### config.mk
export PLATFORM = sky130hd
export DESIGN_NAME = dpcfg_top
export DESIGN_NICKNAME = d
export VERILOG_FILES = /design/src/verilog/dpcfg_pkg.sv /design/src/verilog/dpcfg_cfg_if.sv /design/src/verilog/dpcfg_pixpath.sv /design/src/verilog/dpcfg_top.sv
export SDC_FILE = /design/constraint.sdc
export NUM_CORES = 1
export LEC_CHECK = 0
export BUFFER_PORTS_ARGS = -buffer_cell sky130_fd_sc_hd__buf_2
export CAP_MARGIN = 20
export CORE_MARGIN = 2
export CORE_UTILIZATION = 44
export CTS_CLUSTER_DIAMETER = 30
export CTS_CLUSTER_SIZE = 8
export DETAILED_ROUTE_END_ITERATION = 8
export GPL_TIMING_DRIVEN = 1
export HOLD_SLACK_MARGIN = 0.03
export PLACE_DENSITY = 0.93
export SYNTH_ARGS = -nofsm -noshare
export SYNTH_HDL_FRONTEND = slang
export SYNTH_SLANG_ARGS = --single-unit
### constraint.sdc
create_clock -name i_clk -period 4.3 [get_ports i_clk]
set_input_delay 0.43 -clock i_clk [delete_from_list [all_inputs] [get_ports i_clk]]
set_output_delay 0.43 -clock i_clk [all_outputs]
set_load 0.01 [all_outputs]
### src/verilog/dpcfg_pkg.sv
// Purpose: shared constants for the datapath configuration register block
// Assumes: 8-bit register port, single clock domain
// Notes: field positions and reset value of the configuration register
package dpcfg_pkg;
    localparam int ADDR_W = 8;
    localparam int DATA_W = 8;
    localparam logic [7:0] CFG_OFFSET = 8'h22;
    localparam logic [7:0] CFG_RESET = 8'h00;
    localparam logic [7:0] RDATA_UNMAPPED = 8'h00;
    localparam int LOCK_BIT = 7;
    localparam int PASS_BIT = 6;
    localparam int POL_BIT = 5;
    localparam int INHIBIT_BIT = 4;
    localparam int QUAD_SRC_BIT = 3;
    localparam int NARROW_BIT = 2;
    localparam int ISLAND_BIT = 1;
    localparam int QUAD_EN_BIT = 0;
    localparam int FC_W = 7;
    localparam int PIX_W = 24;
    localparam int CHAN_W = 8;
    localparam int NARROW_DROP = 2;
endpackage : dpcfg_pkg

### src/verilog/dpcfg_cfg_if.sv
// Purpose: carries the decoded configuration bits to the pixel path
// Assumes: all signals on i_clk
// Notes: driven by the register bank, read by the pixel path
`timescale 1ns/1ps
interface dpcfg_cfg_if;
    logic pass_through;
    logic strobe_polarity;
    logic audio_inhibit;
    logic narrow_colour;
    modport bank (output pass_through, output strobe_polarity, output audio_inhibit, output narrow_colour);
    modport path (input pass_through, input strobe_polarity, input audio_inhibit, input narrow_colour);
endinterface : dpcfg_cfg_if

### src/verilog/dpcfg_pixpath.sv
// Purpose: pixel output stage steered by the configuration bits
// Assumes: pixel, strobe and audio inputs come from logic on i_clk
// Notes: one cycle from inputs to outputs
`timescale 1ns/1ps
module dpcfg_pixpath #(
    parameter int PIX_W = dpcfg_pkg::PIX_W
) (
    input wire logic i_clk,
    input wire logic i_arst_n,
    dpcfg_cfg_if.path cfg,
    input wire logic [PIX_W-1:0] i_pix_data,
    input wire logic i_pix_strobe,
    input wire logic [PIX_W-1:0] i_aud_data,
    input wire logic i_aud_valid,
    output logic [PIX_W-1:0] o_pix_data,
    output logic o_pix_valid,
    output logic o_pix_aux
);
    logic strobe_active;
    logic pass_now;
    logic aud_ok;
    logic [PIX_W-1:0] pix_masked;
    logic [PIX_W-1:0] pix_data_next;

    // strobe sense and forwarding decision
    assign strobe_active = cfg.strobe_polarity ? ~i_pix_strobe : i_pix_strobe;
    assign pass_now = strobe_active | cfg.pass_through;
    assign aud_ok = i_aud_valid & ~strobe_active & ~cfg.audio_inhibit & ~cfg.pass_through;

    // narrow colour drops the low bits of each channel
    always_comb
    begin
        pix_masked = i_pix_data;
        if (cfg.narrow_colour)
        begin
            for (int c = 0; c < PIX_W / dpcfg_pkg::CHAN_W; c++)
            begin
                pix_masked[c*dpcfg_pkg::CHAN_W +: dpcfg_pkg::NARROW_DROP] = '0;
            end
        end
        if (pass_now)
            pix_data_next = pix_masked;
        else if (aud_ok)
            pix_data_next = i_aud_data;
        else
            pix_data_next = '0;
    end

    // registered pixel outputs
    always_ff @(posedge i_clk or negedge i_arst_n)
    begin
        if (!i_arst_n)
        begin
            o_pix_data <= '0;
            o_pix_valid <= 1'b0;
            o_pix_aux <= 1'b0;
        end
        else
        begin
            o_pix_data <= pix_data_next;
            o_pix_valid <= pass_now;
            o_pix_aux <= ~pass_now & aud_ok;
        end
    end

    pass_forwards_a: assert property (@(posedge i_clk) disable iff (!i_arst_n)
        cfg.pass_through |=> o_pix_valid)
        else $error("pass-through did not forward pixels");
    polarity_low_a: assert property (@(posedge i_clk) disable iff (!i_arst_n)
        (cfg.strobe_polarity && !i_pix_strobe) |=> o_pix_valid)
        else $error("active-low strobe not honoured");
    polarity_high_a: assert property (@(posedge i_clk) disable iff (!i_arst_n)
        (!cfg.strobe_polarity && !i_pix_strobe && !cfg.pass_through) |=> !o_pix_valid)
        else $error("idle strobe forwarded pixels");
    audio_inhibit_a: assert property (@(posedge i_clk) disable iff (!i_arst_n)
        (cfg.audio_inhibit || cfg.pass_through) |=> !o_pix_aux)
        else $error("audio driven on pixel pins while blocked");
    audio_out_a: assert property (@(posedge i_clk) disable iff (!i_arst_n)
        (aud_ok && !strobe_active) |=> (o_pix_aux && o_pix_data == $past(i_aud_data)))
        else $error("audio not placed on pixel pins");
    narrow_mask_a: assert property (@(posedge i_clk) disable iff (!i_arst_n)
        (cfg.narrow_colour && pass_now)
        |=> (o_pix_data[1:0] == 2'h0 && o_pix_data[9:8] == 2'h0 && o_pix_data[17:16] == 2'h0))
        else $error("narrow colour left low bits set");
endmodule : dpcfg_pixpath

### src/verilog/dpcfg_top.sv
// Purpose: datapath configuration register with forward-channel loading
// Assumes: register port and forward-channel loads on i_clk
// Notes: read data stand one cycle after the read strobe
//
// The plain strobed port was chosen for this implementation.
`timescale 1ns/1ps
// Operation
// - bits six to zero follow remote serializer while bit seven is clear
// - pass-through forwards pixels regardless of strobe
// - polarity bit selects strobe active sense
// - inhibit bit keeps audio off pixel pins
// - source bit: bit zero or forced off
// - narrow bit selects 18 or 24 bit
// - carriage bit: in-band or data-island audio
// - quad enable bit turns four channels on
// - register at 22h, resets to zero
module dpcfg_top #(
    parameter int PIX_W = dpcfg_pkg::PIX_W
) (
    input wire logic i_clk,
    input wire logic i_arst_n,
    input wire logic [dpcfg_pkg::ADDR_W-1:0] i_addr,
    input wire logic [dpcfg_pkg::DATA_W-1:0] i_wdata,
    input wire logic i_wr,
    input wire logic i_rd,
    output logic [dpcfg_pkg::DATA_W-1:0] o_rdata,
    input wire logic i_fc_load,
    input wire logic [dpcfg_pkg::FC_W-1:0] i_fc_data,
    input wire logic [PIX_W-1:0] i_pix_data,
    input wire logic i_pix_strobe,
    input wire logic [PIX_W-1:0] i_aud_data,
    input wire logic i_aud_valid,
    output logic [PIX_W-1:0] o_pix_data,
    output logic o_pix_valid,
    output logic o_pix_aux,
    output logic o_protect_en,
    output logic o_pkt_audio_block,
    output logic o_audio_island,
    output logic o_quad_audio_en,
    output logic o_narrow_colour
);
    logic [dpcfg_pkg::DATA_W-1:0] cfg_reg;
    logic [dpcfg_pkg::DATA_W-1:0] cfg_next;
    logic [dpcfg_pkg::DATA_W-1:0] rdata_next;
    logic wr_hit;
    logic fc_take;
    logic quad_next;

    dpcfg_cfg_if cfg_bus ();

    // address decode
    // a write to any other address falls away unseen
    assign wr_hit = i_wr && (i_addr == dpcfg_pkg::CFG_OFFSET);
    assign fc_take = i_fc_load && !cfg_reg[dpcfg_pkg::LOCK_BIT];

    // next register value: a local write beats a same-cycle remote load
    always_comb
    begin
        cfg_next = cfg_reg;
        if (wr_hit)
            cfg_next = i_wdata;
        else if (fc_take)
            cfg_next = {cfg_reg[dpcfg_pkg::LOCK_BIT], i_fc_data};
    end

    // configuration register
    always_ff @(posedge i_clk or negedge i_arst_n)
    begin
        if (!i_arst_n)
            cfg_reg <= dpcfg_pkg::CFG_RESET;
        else
            cfg_reg <= cfg_next;
    end

    // read data, one cycle after the strobe
    always_comb
    begin
        if (i_rd && i_addr == dpcfg_pkg::CFG_OFFSET)
            rdata_next = cfg_reg;
        else
            rdata_next = dpcfg_pkg::RDATA_UNMAPPED;
    end

    always_ff @(posedge i_clk or negedge i_arst_n)
    begin
        if (!i_arst_n)
            o_rdata <= dpcfg_pkg::RDATA_UNMAPPED;
        else
            o_rdata <= rdata_next;
    end

    // quad audio enable source select
    assign quad_next = cfg_next[dpcfg_pkg::QUAD_SRC_BIT] & cfg_next[dpcfg_pkg::QUAD_EN_BIT];

    // mode outputs are built from cfg_next so they change with cfg_reg;
    // pass-through trades content protection and packet audio for framing freedom
    always_ff @(posedge i_clk or negedge i_arst_n)
    begin
        if (!i_arst_n)
        begin
            o_protect_en <= 1'b1;
            o_pkt_audio_block <= 1'b0;
        end
        else
        begin
            o_protect_en <= ~cfg_next[dpcfg_pkg::PASS_BIT];
            o_pkt_audio_block <= cfg_next[dpcfg_pkg::PASS_BIT];
        end
    end

    // carriage select: bit one set means in-band, clear means data islands
    always_ff @(posedge i_clk or negedge i_arst_n)
    begin
        if (!i_arst_n)
            o_audio_island <= 1'b1;
        else
            o_audio_island <= ~cfg_next[dpcfg_pkg::ISLAND_BIT];
    end

    // four-channel audio enable after the source select
    always_ff @(posedge i_clk or negedge i_arst_n)
    begin
        if (!i_arst_n)
            o_quad_audio_en <= 1'b0;
        else
            o_quad_audio_en <= quad_next;
    end

    // colour depth select, high for 18-bit
    always_ff @(posedge i_clk or negedge i_arst_n)
    begin
        if (!i_arst_n)
            o_narrow_colour <= 1'b0;
        else
            o_narrow_colour <= cfg_next[dpcfg_pkg::NARROW_BIT];
    end

    // configuration bits towards the pixel path
    assign cfg_bus.pass_through = cfg_reg[dpcfg_pkg::PASS_BIT];
    assign cfg_bus.strobe_polarity = cfg_reg[dpcfg_pkg::POL_BIT];
    assign cfg_bus.audio_inhibit = cfg_reg[dpcfg_pkg::INHIBIT_BIT];
    assign cfg_bus.narrow_colour = cfg_reg[dpcfg_pkg::NARROW_BIT];

    dpcfg_pixpath #(
        .PIX_W(PIX_W)
    ) u_pixpath (
        .i_clk(i_clk),
        .i_arst_n(i_arst_n),
        .cfg(cfg_bus.path),
        .i_pix_data(i_pix_data),
        .i_pix_strobe(i_pix_strobe),
        .i_aud_data(i_aud_data),
        .i_aud_valid(i_aud_valid),
        .o_pix_data(o_pix_data),
        .o_pix_valid(o_pix_valid),
        .o_pix_aux(o_pix_aux)
    );

    // register bank checks
    lock_holds_a: assert property (@(posedge i_clk) disable iff (!i_arst_n)
        (cfg_reg[dpcfg_pkg::LOCK_BIT] && !wr_hit) |=> $stable(cfg_reg))
        else $error("locked register changed without a local write");
    fc_load_a: assert property (@(posedge i_clk) disable iff (!i_arst_n)
        (i_fc_load && !cfg_reg[dpcfg_pkg::LOCK_BIT] && !wr_hit)
        |=> cfg_reg[6:0] == $past(i_fc_data))
        else $error("remote load not taken");
    write_read_a: assert property (@(posedge i_clk) disable iff (!i_arst_n)
        (wr_hit ##1 (i_rd && i_addr == dpcfg_pkg::CFG_OFFSET && !i_fc_load && !i_wr))
        |=> o_rdata == $past(i_wdata, 2))
        else $error("read back differs from write");
    unmapped_zero_a: assert property (@(posedge i_clk) disable iff (!i_arst_n)
        (i_rd && i_addr != dpcfg_pkg::CFG_OFFSET) |=> o_rdata == 8'h00)
        else $error("unmapped read not zero");
    quad_forced_a: assert property (@(posedge i_clk) disable iff (!i_arst_n)
        !cfg_reg[dpcfg_pkg::QUAD_SRC_BIT] |-> !o_quad_audio_en)
        else $error("quad audio enabled while forced off");
    quad_follow_a: assert property (@(posedge i_clk) disable iff (!i_arst_n)
        cfg_reg[dpcfg_pkg::QUAD_SRC_BIT] |-> o_quad_audio_en == cfg_reg[dpcfg_pkg::QUAD_EN_BIT])
        else $error("quad audio enable does not follow bit zero");
    protect_off_a: assert property (@(posedge i_clk) disable iff (!i_arst_n)
        o_protect_en == !cfg_reg[dpcfg_pkg::PASS_BIT] && o_pkt_audio_block == cfg_reg[dpcfg_pkg::PASS_BIT])
        else $error("protection or audio block wrong under pass-through");
    island_sel_a: assert property (@(posedge i_clk) disable iff (!i_arst_n)
        o_audio_island == !cfg_reg[dpcfg_pkg::ISLAND_BIT])
        else $error("audio carriage select not applied");

    // write and remote load checks
    write_lands_a: assert property (@(posedge i_clk) disable iff (!i_arst_n)
        wr_hit |=> cfg_reg == $past(i_wdata))
        else $error("local write not stored");
    write_wins_a: assert property (@(posedge i_clk) disable iff (!i_arst_n)
        (wr_hit && i_fc_load) |=> cfg_reg == $past(i_wdata))
        else $error("remote load beat a local write");
    no_change_a: assert property (@(posedge i_clk) disable iff (!i_arst_n)
        (!wr_hit && !fc_take) |=> $stable(cfg_reg))
        else $error("register changed with no write or load");
    lock_kept_a: assert property (@(posedge i_clk) disable iff (!i_arst_n)
        !wr_hit |=> $stable(cfg_reg[dpcfg_pkg::LOCK_BIT]))
        else $error("lock bit changed without a local write");
    stray_write_a: assert property (@(posedge i_clk) disable iff (!i_arst_n)
        (i_wr && i_addr != dpcfg_pkg::CFG_OFFSET && !fc_take) |=> $stable(cfg_reg))
        else $error("write to another address reached the register");

    // read port checks
    read_value_a: assert property (@(posedge i_clk) disable iff (!i_arst_n)
        (i_rd && i_addr == dpcfg_pkg::CFG_OFFSET) |=> o_rdata == $past(cfg_reg))
        else $error("read data differ from register");
    rdata_idle_a: assert property (@(posedge i_clk) disable iff (!i_arst_n)
        !i_rd |=> o_rdata == dpcfg_pkg::RDATA_UNMAPPED)
        else $error("read data present without a read");

    // mode output checks
    narrow_sel_a: assert property (@(posedge i_clk) disable iff (!i_arst_n)
        o_narrow_colour == cfg_reg[dpcfg_pkg::NARROW_BIT])
        else $error("colour depth select not applied");
    quad_zero_a: assert property (@(posedge i_clk) disable iff (!i_arst_n)
        !cfg_reg[dpcfg_pkg::QUAD_EN_BIT] |-> !o_quad_audio_en)
        else $error("quad audio enabled while bit zero clear");
    protect_idle_a: assert property (@(posedge i_clk) disable iff (!i_arst_n)
        !cfg_reg[dpcfg_pkg::PASS_BIT] |-> (o_protect_en && !o_pkt_audio_block))
        else $error("protection off without pass-through");
endmodule : dpcfg_top

==> results <==
- The run finished with clean final reports.
- The final layout contains 314 nets.
- After technology mapping, the gate count stands at 118.
- For this design, the CTS-stage hold fixing added 0 buffers.
- Setup repair after global routing left no endpoint under its margin.
- The flip-flop and latch count after synthesis is 45.
- The type of the worst setup path is reg2reg.
- The worst max-slew margin expressed relative to the limit is 36.6%.
- The number of antenna violations at the first check in global routing came to 0.
- In the final layout, flip-flops and latches occupy 0.00113 sq mm.
- The first global-routing pass estimated 5.94 mm of wire.
- Pin placement for this block handled 117 I/O pins.
- The horizontal die dimension is 67.2 microns.
- The met3 track demand over resource in global routing is 7.33%.
- Net switching is 25.4% of the power.
- The count of flip-flops with a built-in enable after synthesis is 0.
- STA classifies the critical path startpoint as a flip-flop.
- For this design the static power due to leakage is 1.37 nW.
- In the final layout, the multi-input gates occupy 586 sq um.
- In this run the vertical extent of the chip is 67.2 microns.
- The startpoint of the worst-slack reg-to-reg timing path is cfg_reg[5].
- For met2 alone, demand over resource in global routing was 30.6%.
- For this run, asynchronously set or reset flops after synthesis account for 100%.
- On the critical path, the stage with the largest delay is an instance of and4b_1.
- After clock tree synthesis, the setup repair step added 0 buffers.
- Detailed placement finished with a half-perimeter wire length of 3.12 mm.
- The required time of the critical path is 4520 ps.
- Counting instances in the post-synthesis netlist gives the leading cell types as 43 x dfrtp_1, 24 x a22o_1, 9 x and2_1, 9 x mux2i_1, 4 x nand4_1.
- The internal power contribution is 0.654 mW.
- The core box area is 0.00374 sq mm.
- The worst-case vdd ir drop is 163 uV.
- The share of cells above drive strength 1 is 56.5%.
- The pin count of the biggest net entering global routing is 46.
- The total clock buffers created by CTS is 5.
- The share of total power dissipated in combinational logic is 18.3%.
- The peak fanout along the critical path is 25.
- The average via count per standard cell is 4.93.
- The floorplan die area is 0.00451 sq mm.
- Summing internal, switching and leakage power gives 0.877 mW.
- Compared with the post-synthesis result, the final layout area differs by 39.5%.
- By area, the combinational part of the netlist is dominated by compound AO/OA/AOI/OAI gates.
- The count of pins over their slew limit is 0.
- The antenna diode count is 0.
- The fraction of post-synthesis cell area in the top cell type by area is 61.3%.
- For the worst setup path, the data arrival time is 2040 ps.
- The mapped netlist covers 0.00176 sq mm.
- The clock tree synthesis step divided the H-tree into 2 levels.
- The first element of the critical path is cfg_reg[5].
- After detailed routing, the total wire length is 3.98 mm.
- Summing the areas of all and, or, nand and nor instances in the mapped netlist gives 10.5% of the synthesized area.
- The via total after detailed routing is 1404.
- Of the total synthesized cell area, the portion taken by full adders, half adders and majority gates is 0%.
- The power dissipated by switching net loads is 0.223 mW.
- In this design, the stage delay of the slowest critical-path cell is 830 ps.
- The compound-cell area share of the yosys netlist is 13.5%.
- Broken down by cell family, the worst path's largest delay share belongs to simple AND/OR/NAND/NOR gates.
- The starting DRC count in detailed routing is 61.
- In the synthesized netlist the dominant register cell turns out to be dfrtp_1.
- The logic depth of the worst path, buffers included is 3.
- The most frequent cell after synthesis is dfrtp_1.
- The final antenna-violating net count is 0.
- STA classifies the critical path endpoint as a flip-flop.
- The busiest metal layer after global routing is met2.
- Global routing consumed, over all layers together, 18.0% of the routing resources.
- In this run the worst hold path is classified as in2async.
- Dividing total power by cell area gives a power density of 358 mW/mm^2.
- The critical path goes through xnor2_1 -> and4b_1 -> a22o_1.
- The standard-cell row count is 22.
- The register with the most flip-flops in the layout has 24 of them.
- The maximum clock path buffer count is 2.
- After detailed routing, the number of remaining DRC violations is 0.
- Clock tree synthesis found a total of 45 sinks.
- The port buffer count is 116.
- The critical path buffer and inverter count is 0.
- The clock reaches the later pin of the worst-skew pair after 290 ps.
- The clock input transition at the sequential cells of the worst setup and hold paths is 80 ps.
- The net count after synthesis is 196.
- The initial cell density of the core is 46.9%.
- The number of hold violations in the final report is 0.
- For this run the aggregate overflow at the end of global routing stands at 0.
- The routed design could run at a clock period as short as 1810 ps.
- During synthesis, Yosys emitted a total of 0 warnings.
- The portion of the post-synthesis area used by sequential elements is 64.3%.
- The number of unique standard cell types used by synthesis is 23.
- The final setup skew is 2.64 ps.
- The layout has 310 filler cells.
- The synthesized-area fraction occupied by xor and xnor cells is 0.499%.
- The worst register-to-register path has a depth of 3.
- The proportion of power drawn by flip-flops and latches is 54.2%.
- Global routing consumed, on the met1 layer, 20.6% of the routing resources.
- The pre-antenna-repair detailed-routing pass consisted of 2 iterations.
- The total setup violations reported at the end of the flow is 0.
- Dividing the final minimum period by the clock period gives 42.1%.
- Across the run, the number of max-cap violations was 0.
- The actual slew at the worst max-slew pin is 950 ps.
- The portion of netlist area occupied by mux cells is 8.77%.
- The setup slack of the most critical reg-to-reg path is 2490 ps.
- Ranked by total cell area, the synthesized netlist is headed by dfrtp_1 61%, a22o_1 12%, mux2i_1 5.1%, and2_1 3.2%, dfstp_2 3.0%.
- The post-cts sizing count is 0.
- The setup total negative slack is 0 ps.
- The routed wirelength normalized by instance count is 14.0 microns.
- The routability congestion estimate is 0.713.
- The number of global-route vias before repair came to 1291.
- In this run the clock root is driven by a clkbuf_8.
- The largest total area in the synthesized netlist belongs to dfrtp_1.
- The CTS tree is built.
- For this run, the top clock speed supported by timing is 552 MHz.
- The share of total power dissipated in the clock network is 27.5%.
- The most critical setup path has its endpoint at u_pixpath.o_pix_data[1].
- In this run the critical register-to-register path is captured at u_pixpath.o_pix_data[1].
- The synthesized area per cell is 14.9 sq um.
[layout make-up]
type / count / share of cell area (%)
Multi-Input combinational cell: 65 / 23.9
Tap cell: 48 / 2.45
Inverter: 3 / 0.460
Timing Repair Buffer: 116 / 23.7
Clock buffer: 6 / 2.96
Sequential cell: 45 / 46.1
Clock inverter: 2 / 0.409
[kinds of logic (layout without fill, tap and decap cells)]
group	Yosys count	after routing
flip-flops	45	45
AO/OA/AOI/OAI	29	29
AND/OR/NAND/NOR	21	21
multiplexers	14	14
buffers and inverters	8	127
XOR/XNOR	1	1
[through the flow]
stage	instances	area [sq um]	hold WS [ps]	util (%)	setup slack, ps
after floorplan	118	1760	134	-	2740
after global placement	277	2370	472	63.2	2390
after detailed placement	277	2370	488	63.2	2340
after CTS	285	2450	280	65.4	2450
after global routing	285	2450	280	65.4	2360
final	285	2450	286	65.4	2490
[cell usage in the layout (no fill, tap or decap)]
master and n:
a22o_1 24, and3_4 1, nand4_1 4, mux2i_1 9, nand3_4 1, dfrtp_1 43
clkinv_2 2, nand2_1 1, o31ai_1 1, inv_1 3, mux2_1 1, mux2_2 2
nor2b_1 1, buf_2 116, and3_2 1, and4b_1 1, mux2_4 2, o21ai_0 3
nor4b_4 2, dfstp_2 2, and2_1 9, clkbuf_1 1, xnor2_1 1, clkbuf_8 5
a21oi_1 1
[per-layer routing]
| layer | routed length, microns | part of all wire (%) |
|---|---|---|
| met1 | 1570 | 39 |
| met2 | 1890 | 47 |
| met3 | 500 | 13 |
| met4 | 21 | 0.53 |
| met5 | 0 | 0 |
[how the worst min path moves through the flow]
stage | from | endpoint | slack, ps
floorplan | i_arst_n | cfg_reg[0] | 130
global placement | cfg_reg[3] | o_rdata[3] | 470
detailed placement | cfg_reg[0] | o_rdata[0] | 490
CTS | i_wdata[1] | o_audio_island | 280
global route | i_wdata[1] | o_audio_island | 280
finish | i_arst_n | u_pixpath.o_pix_data[23] | 290
[power by group through the flow]
| stage | combinational [mW] | sequential [mW] | clock, mW |
|---|---|---|---|
| after floorplan | 0.0566 | 0.500 | 0 |
| after global placement | 0.158 | 0.482 | 0 |
| after detailed placement | 0.162 | 0.485 | 0 |
| after CTS | 0.163 | 0.476 | 0.251 |
| after global routing | 0.176 | 0.479 | 0.271 |
| final | 0.160 | 0.476 | 0.241 |
Note: power is estimated with default switching activity, not from simulation.
